File: config.mk
export PLATFORM = sky130hd
export DESIGN_NAME = dstp_port
export DESIGN_NICKNAME = d
export VERILOG_FILES = /design/src/logic/dstp_pkg.sv /design/src/logic/dstp_port.sv
export SDC_FILE = /design/constraint.sdc
export NUM_CORES = 1
export LEC_CHECK = 0
export ABC_AREA = 1
export BUFFER_PORTS_ARGS = -buffer_cell sky130_fd_sc_hd__buf_2
export CAP_MARGIN = 25
export CORE_MARGIN = 10
export CORE_UTILIZATION = 49
export CTS_CLUSTER_SIZE = 30
export DETAILED_ROUTE_END_ITERATION = 8
export PLACE_DENSITY = 0.74
export SLEW_MARGIN = 25
export SYNTH_ARGS = -nofsm -noshare
export SYNTH_HDL_FRONTEND = slang
export SYNTH_SLANG_ARGS = --single-unit
File: constraint.sdc
create_clock -name clock -period 1.23 [get_ports clock]
set_input_delay 0.0615 -clock clock [delete_from_list [all_inputs] [get_ports clock]]
set_output_delay 0.0615 -clock clock [all_outputs]
set_load 0.03 [all_outputs]
File: src/logic/dstp_pkg.sv
/*
 * Shared constants and carrier types of the debug status and trace port.
 * Assumes a single processor clock domain; the shift clock arrives from outside.
 */
`default_nettype none

package dstp_pkg;
   // ----------------------------------------------------------------
   // widths and encodings
   // ----------------------------------------------------------------
   localparam int STATUS_W = 4;
   localparam int FRAME_W = 17;
   localparam logic [3:0] STATUS_IDLE = 4'h0;
   localparam logic [3:0] STATUS_START_C = 4'hC;
   localparam logic [3:0] STATUS_START_D = 4'hD;
   localparam logic [3:0] STATUS_START_F = 4'hF;
   localparam logic [3:0] NIBBLE_RESET = 4'h0;
   localparam logic [4:0] BIT_COUNT_RESET = 5'h00;
   localparam logic [4:0] BIT_COUNT_LAST = 5'h10;
   // ----------------------------------------------------------------
   // timing
   // ----------------------------------------------------------------
   localparam int CLOCK_MHZ = 100;
   localparam int OUT_DELAY_NS = 20;
   localparam int OUT_DELAY_CYC = (OUT_DELAY_NS * CLOCK_MHZ + 999) / 1000;
   localparam logic [2:0] OUT_DELAY_CNT = 3'(OUT_DELAY_CYC);

   // ----------------------------------------------------------------
   // carriers
   // ----------------------------------------------------------------
   typedef struct packed {
      logic [3:0] statusCode;
      logic [3:0] dataNibble;
   } dstp_trace_s;

   typedef struct packed {
      logic [3:0] coreStatusCode;
      logic [3:0] debugDataNibble;
      logic statusAllOnes;
      logic statusSampleClock;
   } dstp_pins_s;

   typedef enum logic [1:0] {
      ST_HALTED = 2'b00,
      ST_RUN = 2'b01,
      ST_FROZEN = 2'b10
   } dstp_clk_e;
endpackage : dstp_pkg

`default_nettype wire

File: src/logic/dstp_port.sv
/*
 * Debug status and trace port: serial command/response link and trace outputs.
 * Assumes the core supplies status and captured data each processor clock and
 * that the debug module consumes received frames and supplies response frames.
 * Assumes the probe holds the shift clock high and low for four cycles or more.
 */
`default_nettype none

// Summary of operation
// - the serial input is synchronised and a bit is taken only once the shift clock is seen high.
// - the serial output comes from a register and changes a fixed delay after the clock is seen high.
// - the data nibble carries captured processor data and breakpoint status.
// - the sample clock is a delayed processor clock rising mid-window of status and nibble.
// - with the clock disable set, sample clock, status and nibble stop while triggers stay live.
// - clearing the clock disable restores toggling and the probe resynchronises.
// - the sample clock stays still after reset until the first 0xC, 0xD or 0xF status.
// - the status code is processor-clock synchronous and independent of bus transfers.
// - the all-ones output is the AND of the four status bits.

module dstp_port (
   input wire logic clock,
   input wire logic rstn,
   input wire logic debugShiftClock,
   input wire logic debugSerialIn,
   output logic debugSerialOut,
   input wire dstp_pkg::dstp_trace_s coreTrace,
   input wire logic statusClockDisable,
   input wire logic triggerIn,
   output logic triggerOut,
   output dstp_pkg::dstp_pins_s tracePins,
   output logic [dstp_pkg::FRAME_W-1:0] rxFrame,
   output logic rxValid,
   input wire logic [dstp_pkg::FRAME_W-1:0] txFrame,
   input wire logic txLoad
);
   import dstp_pkg::*;

   // the three codes that open reset exception processing
   function automatic logic isStartCode(input logic [3:0] code);
      isStartCode = (code == STATUS_START_C) || (code == STATUS_START_D) ||
                    (code == STATUS_START_F);
   endfunction : isStartCode

   // ----------------------------------------------------------------
   // pin synchronisers
   // ----------------------------------------------------------------
   logic [2:0] sclkSync_reg;
   logic [2:0] sdiSync_reg;
   logic sclkLevel_reg;
   logic sclkLevel_next;
   wire logic sclkAgree = (sclkSync_reg[2] == sclkSync_reg[1]);
   wire logic sdiAgree = (sdiSync_reg[2] == sdiSync_reg[1]);
   logic sdiLevel_reg;

   // a change counts once the last two stages agree, so a one-cycle glitch is dropped
   always_ff @(posedge clock or negedge rstn) begin
      if (!rstn) begin
         sclkSync_reg <= 3'h0;
         sdiSync_reg <= 3'h0;
      end else begin
         sclkSync_reg <= {sclkSync_reg[1:0], debugShiftClock};
         sdiSync_reg <= {sdiSync_reg[1:0], debugSerialIn};
      end
   end

   // level held between agreements; the rise pulse lasts one processor cycle
   assign sclkLevel_next = sclkAgree ? sclkSync_reg[2] : sclkLevel_reg;
   wire logic sclkRise = sclkLevel_next && !sclkLevel_reg;

   always_ff @(posedge clock or negedge rstn) begin
      if (!rstn) begin
         sclkLevel_reg <= 1'b0;
         sdiLevel_reg <= 1'b0;
      end else begin
         sclkLevel_reg <= sclkLevel_next;
         if (sdiAgree) begin
            sdiLevel_reg <= sdiSync_reg[2];
         end
      end
   end

   // ----------------------------------------------------------------
   // serial shifter
   // ----------------------------------------------------------------
   logic [FRAME_W-1:0] rxShift_reg;
   logic [FRAME_W-1:0] txShift_reg;
   logic [4:0] bitCount_reg;
   logic [2:0] outDelay_reg;
   logic outPending_reg;
   logic serialOut_reg;
   logic rxValid_reg;
   logic [FRAME_W-1:0] rxFrame_reg;
   wire logic frameDone = sclkRise && (bitCount_reg == BIT_COUNT_LAST);
   wire logic [4:0] bitCountInc = 5'(bitCount_reg + 5'h01);
   // outFire marks the cycle in which the response bit leaves
   wire logic outFire = outPending_reg && (outDelay_reg == 3'h1);

   // first bit received ends up in the top bit of the frame
   always_ff @(posedge clock or negedge rstn) begin
      if (!rstn) begin
         rxShift_reg <= '0;
         bitCount_reg <= BIT_COUNT_RESET;
         rxValid_reg <= 1'b0;
         rxFrame_reg <= '0;
      end else begin
         rxValid_reg <= frameDone;
         if (sclkRise) begin
            rxShift_reg <= {rxShift_reg[FRAME_W-2:0], sdiLevel_reg};
            bitCount_reg <= frameDone ? BIT_COUNT_RESET : bitCountInc;
         end
         if (frameDone) begin
            rxFrame_reg <= {rxShift_reg[FRAME_W-2:0], sdiLevel_reg};
         end
      end
   end

   // response bit leaves a fixed delay after the shift clock is seen high
   always_ff @(posedge clock or negedge rstn) begin
      if (!rstn) begin
         txShift_reg <= '0;
         outDelay_reg <= 3'h0;
         outPending_reg <= 1'b0;
         serialOut_reg <= 1'b0;
      end else begin
         if (sclkRise) begin
            outPending_reg <= 1'b1;
            outDelay_reg <= OUT_DELAY_CNT;
         end else if (outPending_reg) begin
            outDelay_reg <= 3'(outDelay_reg - 3'h1);
            if (outFire) begin
               outPending_reg <= 1'b0;
            end
         end
         // a load wins over a shift in the same cycle; that shift is lost
         if (txLoad) begin
            txShift_reg <= txFrame;
         end else if (outFire) begin
            serialOut_reg <= txShift_reg[FRAME_W-1];
            txShift_reg <= {txShift_reg[FRAME_W-2:0], 1'b0};
         end
      end
   end

   // link results straight from their registers
   assign debugSerialOut = serialOut_reg;
   assign rxFrame = rxFrame_reg;
   assign rxValid = rxValid_reg;

   // ----------------------------------------------------------------
   // trace outputs
   // ----------------------------------------------------------------
   dstp_clk_e clkState_reg;
   dstp_clk_e clkState_next;
   logic [3:0] status_reg;
   logic [3:0] nibble_reg;
   logic allOnes_reg;
   logic sampleEn_reg;
   wire logic startSeen = isStartCode(coreTrace.statusCode);
   // the disable bit alone decides whether the trace may move, in any state
   wire logic traceUpdate = !statusClockDisable;
   wire logic sampleEnNext = (clkState_next == ST_RUN);

   // a start code met with the clock disabled parks in the frozen state,
   // so the sample clock starts once the bit is cleared
   always_comb begin
      case (clkState_reg)
         ST_HALTED: begin
            if (startSeen) begin
               clkState_next = statusClockDisable ? ST_FROZEN : ST_RUN;
            end else begin
               clkState_next = ST_HALTED;
            end
         end
         ST_RUN: clkState_next = statusClockDisable ? ST_FROZEN : ST_RUN;
         ST_FROZEN: clkState_next = statusClockDisable ? ST_FROZEN : ST_RUN;
         default: clkState_next = ST_HALTED;
      endcase
   end

   // status registered each edge the disable is clear, so it tracks the core not the bus cycle
   always_ff @(posedge clock or negedge rstn) begin
      if (!rstn) begin
         clkState_reg <= ST_HALTED;
         status_reg <= STATUS_IDLE;
         nibble_reg <= NIBBLE_RESET;
         allOnes_reg <= 1'b0;
      end else begin
         clkState_reg <= clkState_next;
         if (traceUpdate) begin
            status_reg <= coreTrace.statusCode;
            nibble_reg <= coreTrace.dataNibble;
            allOnes_reg <= &coreTrace.statusCode;
         end
      end
   end

   // ----------------------------------------------------------------
   // status sample clock
   // ----------------------------------------------------------------
   // enable moves while the processor clock is high, so the gate
   // below never lets a sliver through when the enable drops
   always_ff @(posedge clock or negedge rstn) begin
      if (!rstn) begin
         sampleEn_reg <= 1'b0;
      end else begin
         sampleEn_reg <= sampleEnNext;
      end
   end

   assign tracePins.coreStatusCode = status_reg;
   assign tracePins.debugDataNibble = nibble_reg;
   assign tracePins.statusAllOnes = allOnes_reg;
   // high in the low half of each live cycle, so it rises mid-window
   // gated clock: clean in RTL, a netlist wants a glitch-free gating cell
   assign tracePins.statusSampleClock = sampleEn_reg && !clock;
   // triggers stay live while the trace is frozen
   assign triggerOut = triggerIn;

endmodule : dstp_port

`default_nettype wire

== After elaboration in Yosys (flattened, before gate mapping) ==
Cells that the tools add are included.

* Flip-flop bits (word level): 81
* Latch bits: 0
* Bits in writable memories: 0
* ROM bits: 0
* Input bits: 32
* Output and inout bits: 30
* Word-level logic and storage cells: 56
* Memories kept: 0

* Add/subtract/negate cells: 2
* Multiply operators: 0
* Div/mod/pow operators: 0
* Order comparisons: 0
* Equality and inequality tests: 10
* Shifts and indexed selects: 0
* Multiplexer cells: 12
* Bitwise logic cells: 1
* Reduce and logical (&&, ||, !) cells: 14

{| class="wikitable"
|+ Operators by type and width
! operator !! count
|-
| $mux W17 || 2
|-
| $eq A4 B4 Y1 const B || 3
|-
| $mux W3 || 2
|-
| $add A5 B1 Y5 const B || 1
|-
| $eq A5 B5 Y1 const B || 1
|-
| $mux W5 || 1
|-
| $eq A2 B1 Y1 const B || 2
|-
| $logic_and A1 B1 Y1 || 4
|-
| $mux W1 || 4
|-
| $mux W2 || 2
|-
| $pmux W2 S2 || 1
|-
| $reduce_and A4 Y1 || 1
|-
| $reduce_bool A2 Y1 || 2
|-
| $eq A3 B1 Y1 const B || 1
|-
| $sub A3 B1 Y3 const B || 1
|-
| $eq A1 B1 Y1 || 2
|-
| $eq A2 B2 Y1 const B || 1
|-
| $logic_not A1 Y1 || 2
|-
| $logic_not A2 Y1 || 1
|-
| $logic_or A1 B1 Y1 || 2
|-
| $reduce_and A2 Y1 || 1
|-
| $reduce_or A2 Y1 || 1
|-
| $not A1 Y1 || 1
|}

== Longest topological paths before layout ==
Gate-level depths: netlist of the first run.

* Depth after elaboration: 6
* Gate-level depth with buffers: 8
* Gate-level depth less buffers: 7

==> results of run 1 <==
## power breakdown
| group | switching, uW | total [uW] | internal [uW] |
|---|---|---|---|
| registers | 330 | 3410 | 3080 |
| clock network | 1080 | 2680 | 1600 |
| logic | 937 | 1690 | 754 |
## worst max path at each step
stage          depth (start not counted)         endpoint       startpoint
2_1_floorplan                          8      rxFrame[10]  bitCount_reg[0]
3_3_place_gp                           7  bitCount_reg[4]  bitCount_reg[0]
3_5_place_dp                           7       rxFrame[1]  bitCount_reg[0]
4_1_cts                                7   txShift_reg[6]  outDelay_reg[1]
5_1_grt                                8       rxFrame[4]  bitCount_reg[0]
6_report                               7  bitCount_reg[4]  bitCount_reg[1]
## critical path, delay by kind of cell (launching register included)
family                     cells  cell delay (ns)
adders and majority gates      1             0.17
buffers and inverters          1             0.13
DFF                            1             0.39
and+or+nand+nor                5             0.45
## through the flow
stage / cell area (sq um) / total power, uW / util [%]
floorplan: 3374 / 4293 / -
global placement: 3854 / 4697 / 57.04
CTS: 4712 / 7653 / 69.74
finish: 4825 / 7781 / 71.41
detailed placement: 3854 / 4769 / 57.04
global route: 4825 / 8221 / 71.41
## cell usage in the layout, fill, tap and decap left out
cell	n
or2_2	1
maj3_1	1
nor2_1	6
nand3_1	28
nand2_4	7
nor2_4	2
clkinv_4	3
o21ai_2	1
nand2_2	12
buf_2	57
nand2_1	169
nand3_2	7
dlygate4sd3_1	41
inv_8	2
inv_2	4
buf_12	7
buf_6	4
nand3_4	1
xnor2_1	1
bufinv_16	3
nand2_8	1
o211ai_1	1
nor2_8	1
o21ai_0	6
clkinv_1	1
dfrtp_1	81
ha_1	4
buf_4	14
inv_1	17
clkbuf_8	12
a21oi_1	7
ha_4	2
xor2_1	2
## area by class of cell
cell class	count	area share, %
multi-input cells	260	27.46
well taps	80	2.075
inverters	23	1.945
clock inverters	7	2.645
repair buffers	122	20.28
flip-flops and latches	81	42.01
clock buffers	13	3.579
## cell families (layout without fill, tap and decap cells)
| logic type | count (synthesis) | after routing |
|---|---|---|
| adders and majority gates | 7 | 7 |
| xor gates and xnor gates | 3 | 3 |
| AOI/OAI and AO/OA | 15 | 15 |
| DFF | 81 | 81 |
| and+or+nand+nor | 233 | 235 |
| buffers and inverters | 38 | 165 |
## metal layers
layer  part of all wire [%]  vias to the layer above  GRT usage [%]
met5                      0                        -              0
met4                    1.2                        0          7.380
met3                    5.3                       10          4.357
met2                     51                       67          27.21
met1                     42                     1343          18.10
li1                       -                     1421              -
## timing repair
item                       in CTS  in global routing
hold endpoints to repair      112                  0
gates resized for setup        11                 35
pin swaps                       4                 13
setup endpoints to repair      26                 38
hold buffers                   42                  0
setup buffers                   7                  2
cloned                          2                  0
==> metrics.csv, run 1 <==
metric,value,unit
outcome,"finished, violations left",
failing checks,"hold timing, setup timing",
most used flip-flop cell after synthesis,dfrtp_1,
Synth Instances,377,
Die Ht,103.0,um
first-pass GRT wire length,13300,um
worst reg2reg setup slack,-0.009,ns
Critical Path Fanout Max,3,
Area Overhead vs Synth,43.08,%
R2R depth,7,
post-synth top area cell,dfrtp_1,
worst r2r src,bitCount_reg[1],
vias in the first global route,2925,
area occupied by multi-input gates,0.001325,sq mm
Synth area leaders,"dfrtp_1 60%, nand2_1 20%, nand3_1 5.2%",
I/O Buffers,59,
"Distinct cells, synth",25,
DRC,0,
initial core utilization,49.91,%
unrepaired setup endpoints after global routing,true,
Synthesis Warnings,0,
sequential share of the synthesized area,60.11,%
worst endpoint required time,1.58,ns
Max stage delay on crit path,0.39,ns
WHS Endpoint,nibble_reg[0],
Crit. End Element,register,
Hold Crit Start,statusClockDisable,
cell area after synthesis,0.003372,sq mm
placed cells,515,
simple-gate share of the synthesized area,28.79,%
kind of critical path,register to register,
clk_skew,0.01236,ns
HPWL Detailed,4773,um
most common cell in the netlist,nand2_1,
final worst-path cycle share,100.8,%
I/O pin count,62,
mux share of post-synthesis cell area,0,%
GRT Overall Usage,15.93,%
layout cells sized above 1,27.87,%
Reg-to-Reg End,bitCount_reg[4],
XOR/XNOR share of the synthesized area,0.7792,%
FILL cells,479,
pre-CTS setup slack,-0.06613,ns
CTS tree,done,
most frequent cells after synthesis,"184 x nand2_1, 81 x dfrtp_1, 35 x nand3_1, 20 x inv_1",
Final #Nets,539,
final worst hold slack,-0.06524,ns
Min-Delay Path Depth,3,
Finished Layout Cells,586,
Final Critical Period,1.239,ns
crit start category,register,
iteration count of the initial detailed-routing pass,4,
Avg Inst Size Synth,8.944,sq um
Pwr per Cell Area,1613,mW/mm^2
GP Congestion,0.7532,
core area,0.006756,sq mm
Adder-Cell Fraction of Synth Area,2.523,%
area of the die,0.01060,sq mm
"Hold Vio Cnt, Final",1,
routed vias/inst,4.848,
WL/cell,13.72,um
HP Class,input pin to register,
WL final,8039,um
gr ovfl total,0,
clock transition at the registers of the reported paths,0.09,ns
Antenna Nets Post-Route,0,
max-cap violations,0,
largest family of logic cells by synthesized area,simple AND/OR/NAND/NOR gates,
Synth async-reset ratio,100.0,%
Fin Setup TNS,-0.009471,ns
# rows,30,
f_max,806.8,MHz
post-synthesis register bit count,81,
antenna violations before repair,0,
VDD IR-drop max,0.001339,V
Post-synth EDFFs,0,
Crit-path slowest cell,dfrtp_1,
"Slew Viols, Final",0,
clk_lat worst skew,0.45,ns
CP Cell Sequence,"buf_4, ha_1, nand2_1, nor2_1, nand3_1, nand2_1, nor2_1",
Setup WS post-layout,-0.009471,ns
Die W,103.0,um
Seq. cell area,0.002027,sq mm
LEAKAGE,0.002655,uW
Iteration-0 DRC Markers,83,
Final setup viols,1,
post-synthesis compound-gate area fraction,2.301,%
Slew HR,79.61,%
largest net degree at the start of global routing,37,
Yosys top cell area share,60.11,%
Ant. Diodes,0,
Arrival @ worst endpoint,1.59,ns
vias,2841,
pin slew with the least headroom to its limit,0.3059,ns
post-synthesis net count,415,
Note: power is estimated with default switching activity, not from simulation.
==> inputs of run 2 (changes only) <==
BUFFER_PORTS_ARGS = -buffer_cell sky130_fd_sc_hd__buf_4   (was -buffer_cell sky130_fd_sc_hd__buf_2)
CTS_CLUSTER_SIZE = default   (was 30)
==> run 2 against run 1 <==
  * The run ends with setup timing left
  * Non-clock buffer count is 9 higher
  * Register-to-register slack worse by 0.03 ns
  * First-iteration DRC count is 11% higher
  * Final area up 4.5%
  * Sequential share of layout area decreased by 1.8 points
  * Worst setup slack got worse by 0.030 ns
  * Flip-flop and latch count unchanged
  * Routed wire length up 6.1%
  * Clock power fell by 22%
  * Die area is the same
  * Via count increased by 3.7%
  * Critical path type unchanged
  * Critical endpoint is now rxFrame[13]
  * Largest cell class unchanged
  * Largest power group unchanged
==> metrics.csv, run 2 (synthesis gave the netlist of run 1 again) <==
metric,value,unit
Die Ht,103.0,um
Top delay family on crit path,flip-flops,
Crit. End Element,register,
iteration count of the initial detailed-routing pass,4,
"commonest non-fill, non-tap cell in the layout",nand2_1,
final worst hold slack,0.01492,ns
met2 WL,4574,um
Crit-path slowest cell,dfrtp_1,
Finished Cell Area,0.005042,sq mm
vias in the first global route,2941,
max-cap violations,0,
met1 WL,3333,um
"Hold Vio Cnt, Final",0,
DR top layer,met4,
largest net degree at the start of global routing,35,
first-pass GRT wire length,13200,um
HPWL Detailed,4874,um
Max stage delay on crit path,0.40,ns
worst r2r src,bitCount_reg[0],
Placed Area,0.004001,sq mm
Final #Nets,548,
Die W,103.0,um
Arrival @ worst endpoint,1.67,ns
Setup WS post-layout,-0.03903,ns
Min-Delay Path Depth,3,
CP Cell Sequence,"inv_2, ha_4, nand2_4, nor2_8, buf_12, clkbuf_16, nand3_1, nand2_1",
GRT Overall Usage,15.82,%
clk_skew,0.01005,ns
unrepaired setup endpoints after global routing,true,
kind of critical path,register to register,
worst reg2reg setup slack,-0.04,ns
antenna violations before repair,0,
I/O pin count,62,
wire length on met3,444,um
HP Class,input pin to register,
clk_lat worst skew,0.46,ns
Critical Path Fanout Max,8,
Finished Layout Cells,595,
Iteration-0 DRC Markers,92,
CTS tree,done,
Antenna Nets Post-Route,0,
pin slew with the least headroom to its limit,0.4783,ns
Final Critical Period,1.269,ns
GP Congestion,0.7828,
initial core utilization,49.91,%
routed vias/inst,4.953,
crit start category,register,
# rows,30,
Finished Core Util,74.63,%
worst endpoint required time,1.63,ns
core area,0.006756,sq mm
area of the die,0.01060,sq mm
pre-CTS setup slack,-0.06140,ns
Area Overhead vs Synth,49.54,%
failing checks,setup timing,
most frequent cells in the layout,"165 x nand2_1, 81 x dfrtp_1, 72 x buf_4",
I/O Buffers,59,
Final setup viols,14,
Ant. Diodes,0,
Slew HR,68.11,%
layout cells sized above 1,30.10,%
placed cells,517,
R2R depth,8,
outcome,"finished, violations left",
Buf/Inv on CP,3,
Pwr per Cell Area,1444,mW/mm^2
final worst-path cycle share,103.2,%
vias,2947,
WL/cell,14.34,um
Hold Crit Start,txLoad,
LEAKAGE,0.002654,uW
VDD IR-drop max,0.001130,V
f_max,788.0,MHz
Reg-to-Reg End,rxFrame[13],
clock transition at the registers of the reported paths,0.08,ns
WHS Endpoint,txShift_reg[16],
gr ovfl total,0,
WL final,8530,um
DRC,0,
"Slew Viols, Final",0,
==> run 2: where the power goes <==
group          leakage (uW)  switching [uW]  internal [uW]
registers           0.00105             331           3080
logic               0.00149             955            832
clock network      0.000118            1060           1020
==> run 2: routing by layer <==
metal / GRT usage, % / vias to the layer above
met3: 4.290 / 14
met4: 9.305 / 0
met5: 0 / -
li1: - / 1435
met2: 26.67 / 80
met1: 17.55 / 1418
==> run 2: area by class of cell <==
cell class / instances / area, sq um
inverter: 23 / 93.84
timing repair buffer: 131 / 1239
tap: 80 / 100.1
sequential: 81 / 2027
clock buffer: 14 / 186.4
multi-input combinational: 260 / 1354
fill: 467 / 1714
clock inverter: 6 / 42.54
==> run 2: timing repair <==
action | in CTS | in global routing
setup endpoints to repair | 30 | 43
cloned | 0 | 4
setup buffers | 2 | 6
endpoints found under the hold margin | 112 | 2
pin swaps | 3 | 14
hold buffers | 48 | 1
gates resized for setup | 8 | 45
==> run 2: tightest hold or removal path, cell delays in order <==
cell and delay, ns:
buf_4 0.19, nand2_1 0.10, nand3_1 0.08
==> run 2: how the worst max path moves through the flow <==
stage	start	to	slack, ns	cells after the start
after CTS	bitCount_reg[0]	rxFrame[3]	-0.004	7
after global routing	bitCount_reg[0]	rxFrame[6]	-0.1	8
after detailed placement	bitCount_reg[0]	rxFrame[3]	-0.06	7
after global placement	bitCount_reg[0]	bitCount_reg[4]	0.01	7
final	bitCount_reg[0]	rxFrame[13]	-0.04	8
after floorplan	bitCount_reg[0]	rxFrame[10]	-0.07	8
==> run 2: per-stage QoR <==
step	total power, uW	TNS (ns)
after global routing	7701	-1.410
final	7282	-0.1946
after floorplan	4293	-0.6137
after CTS	7106	-0.004058
after detailed placement	4851	-0.7053
after global placement	4760	0
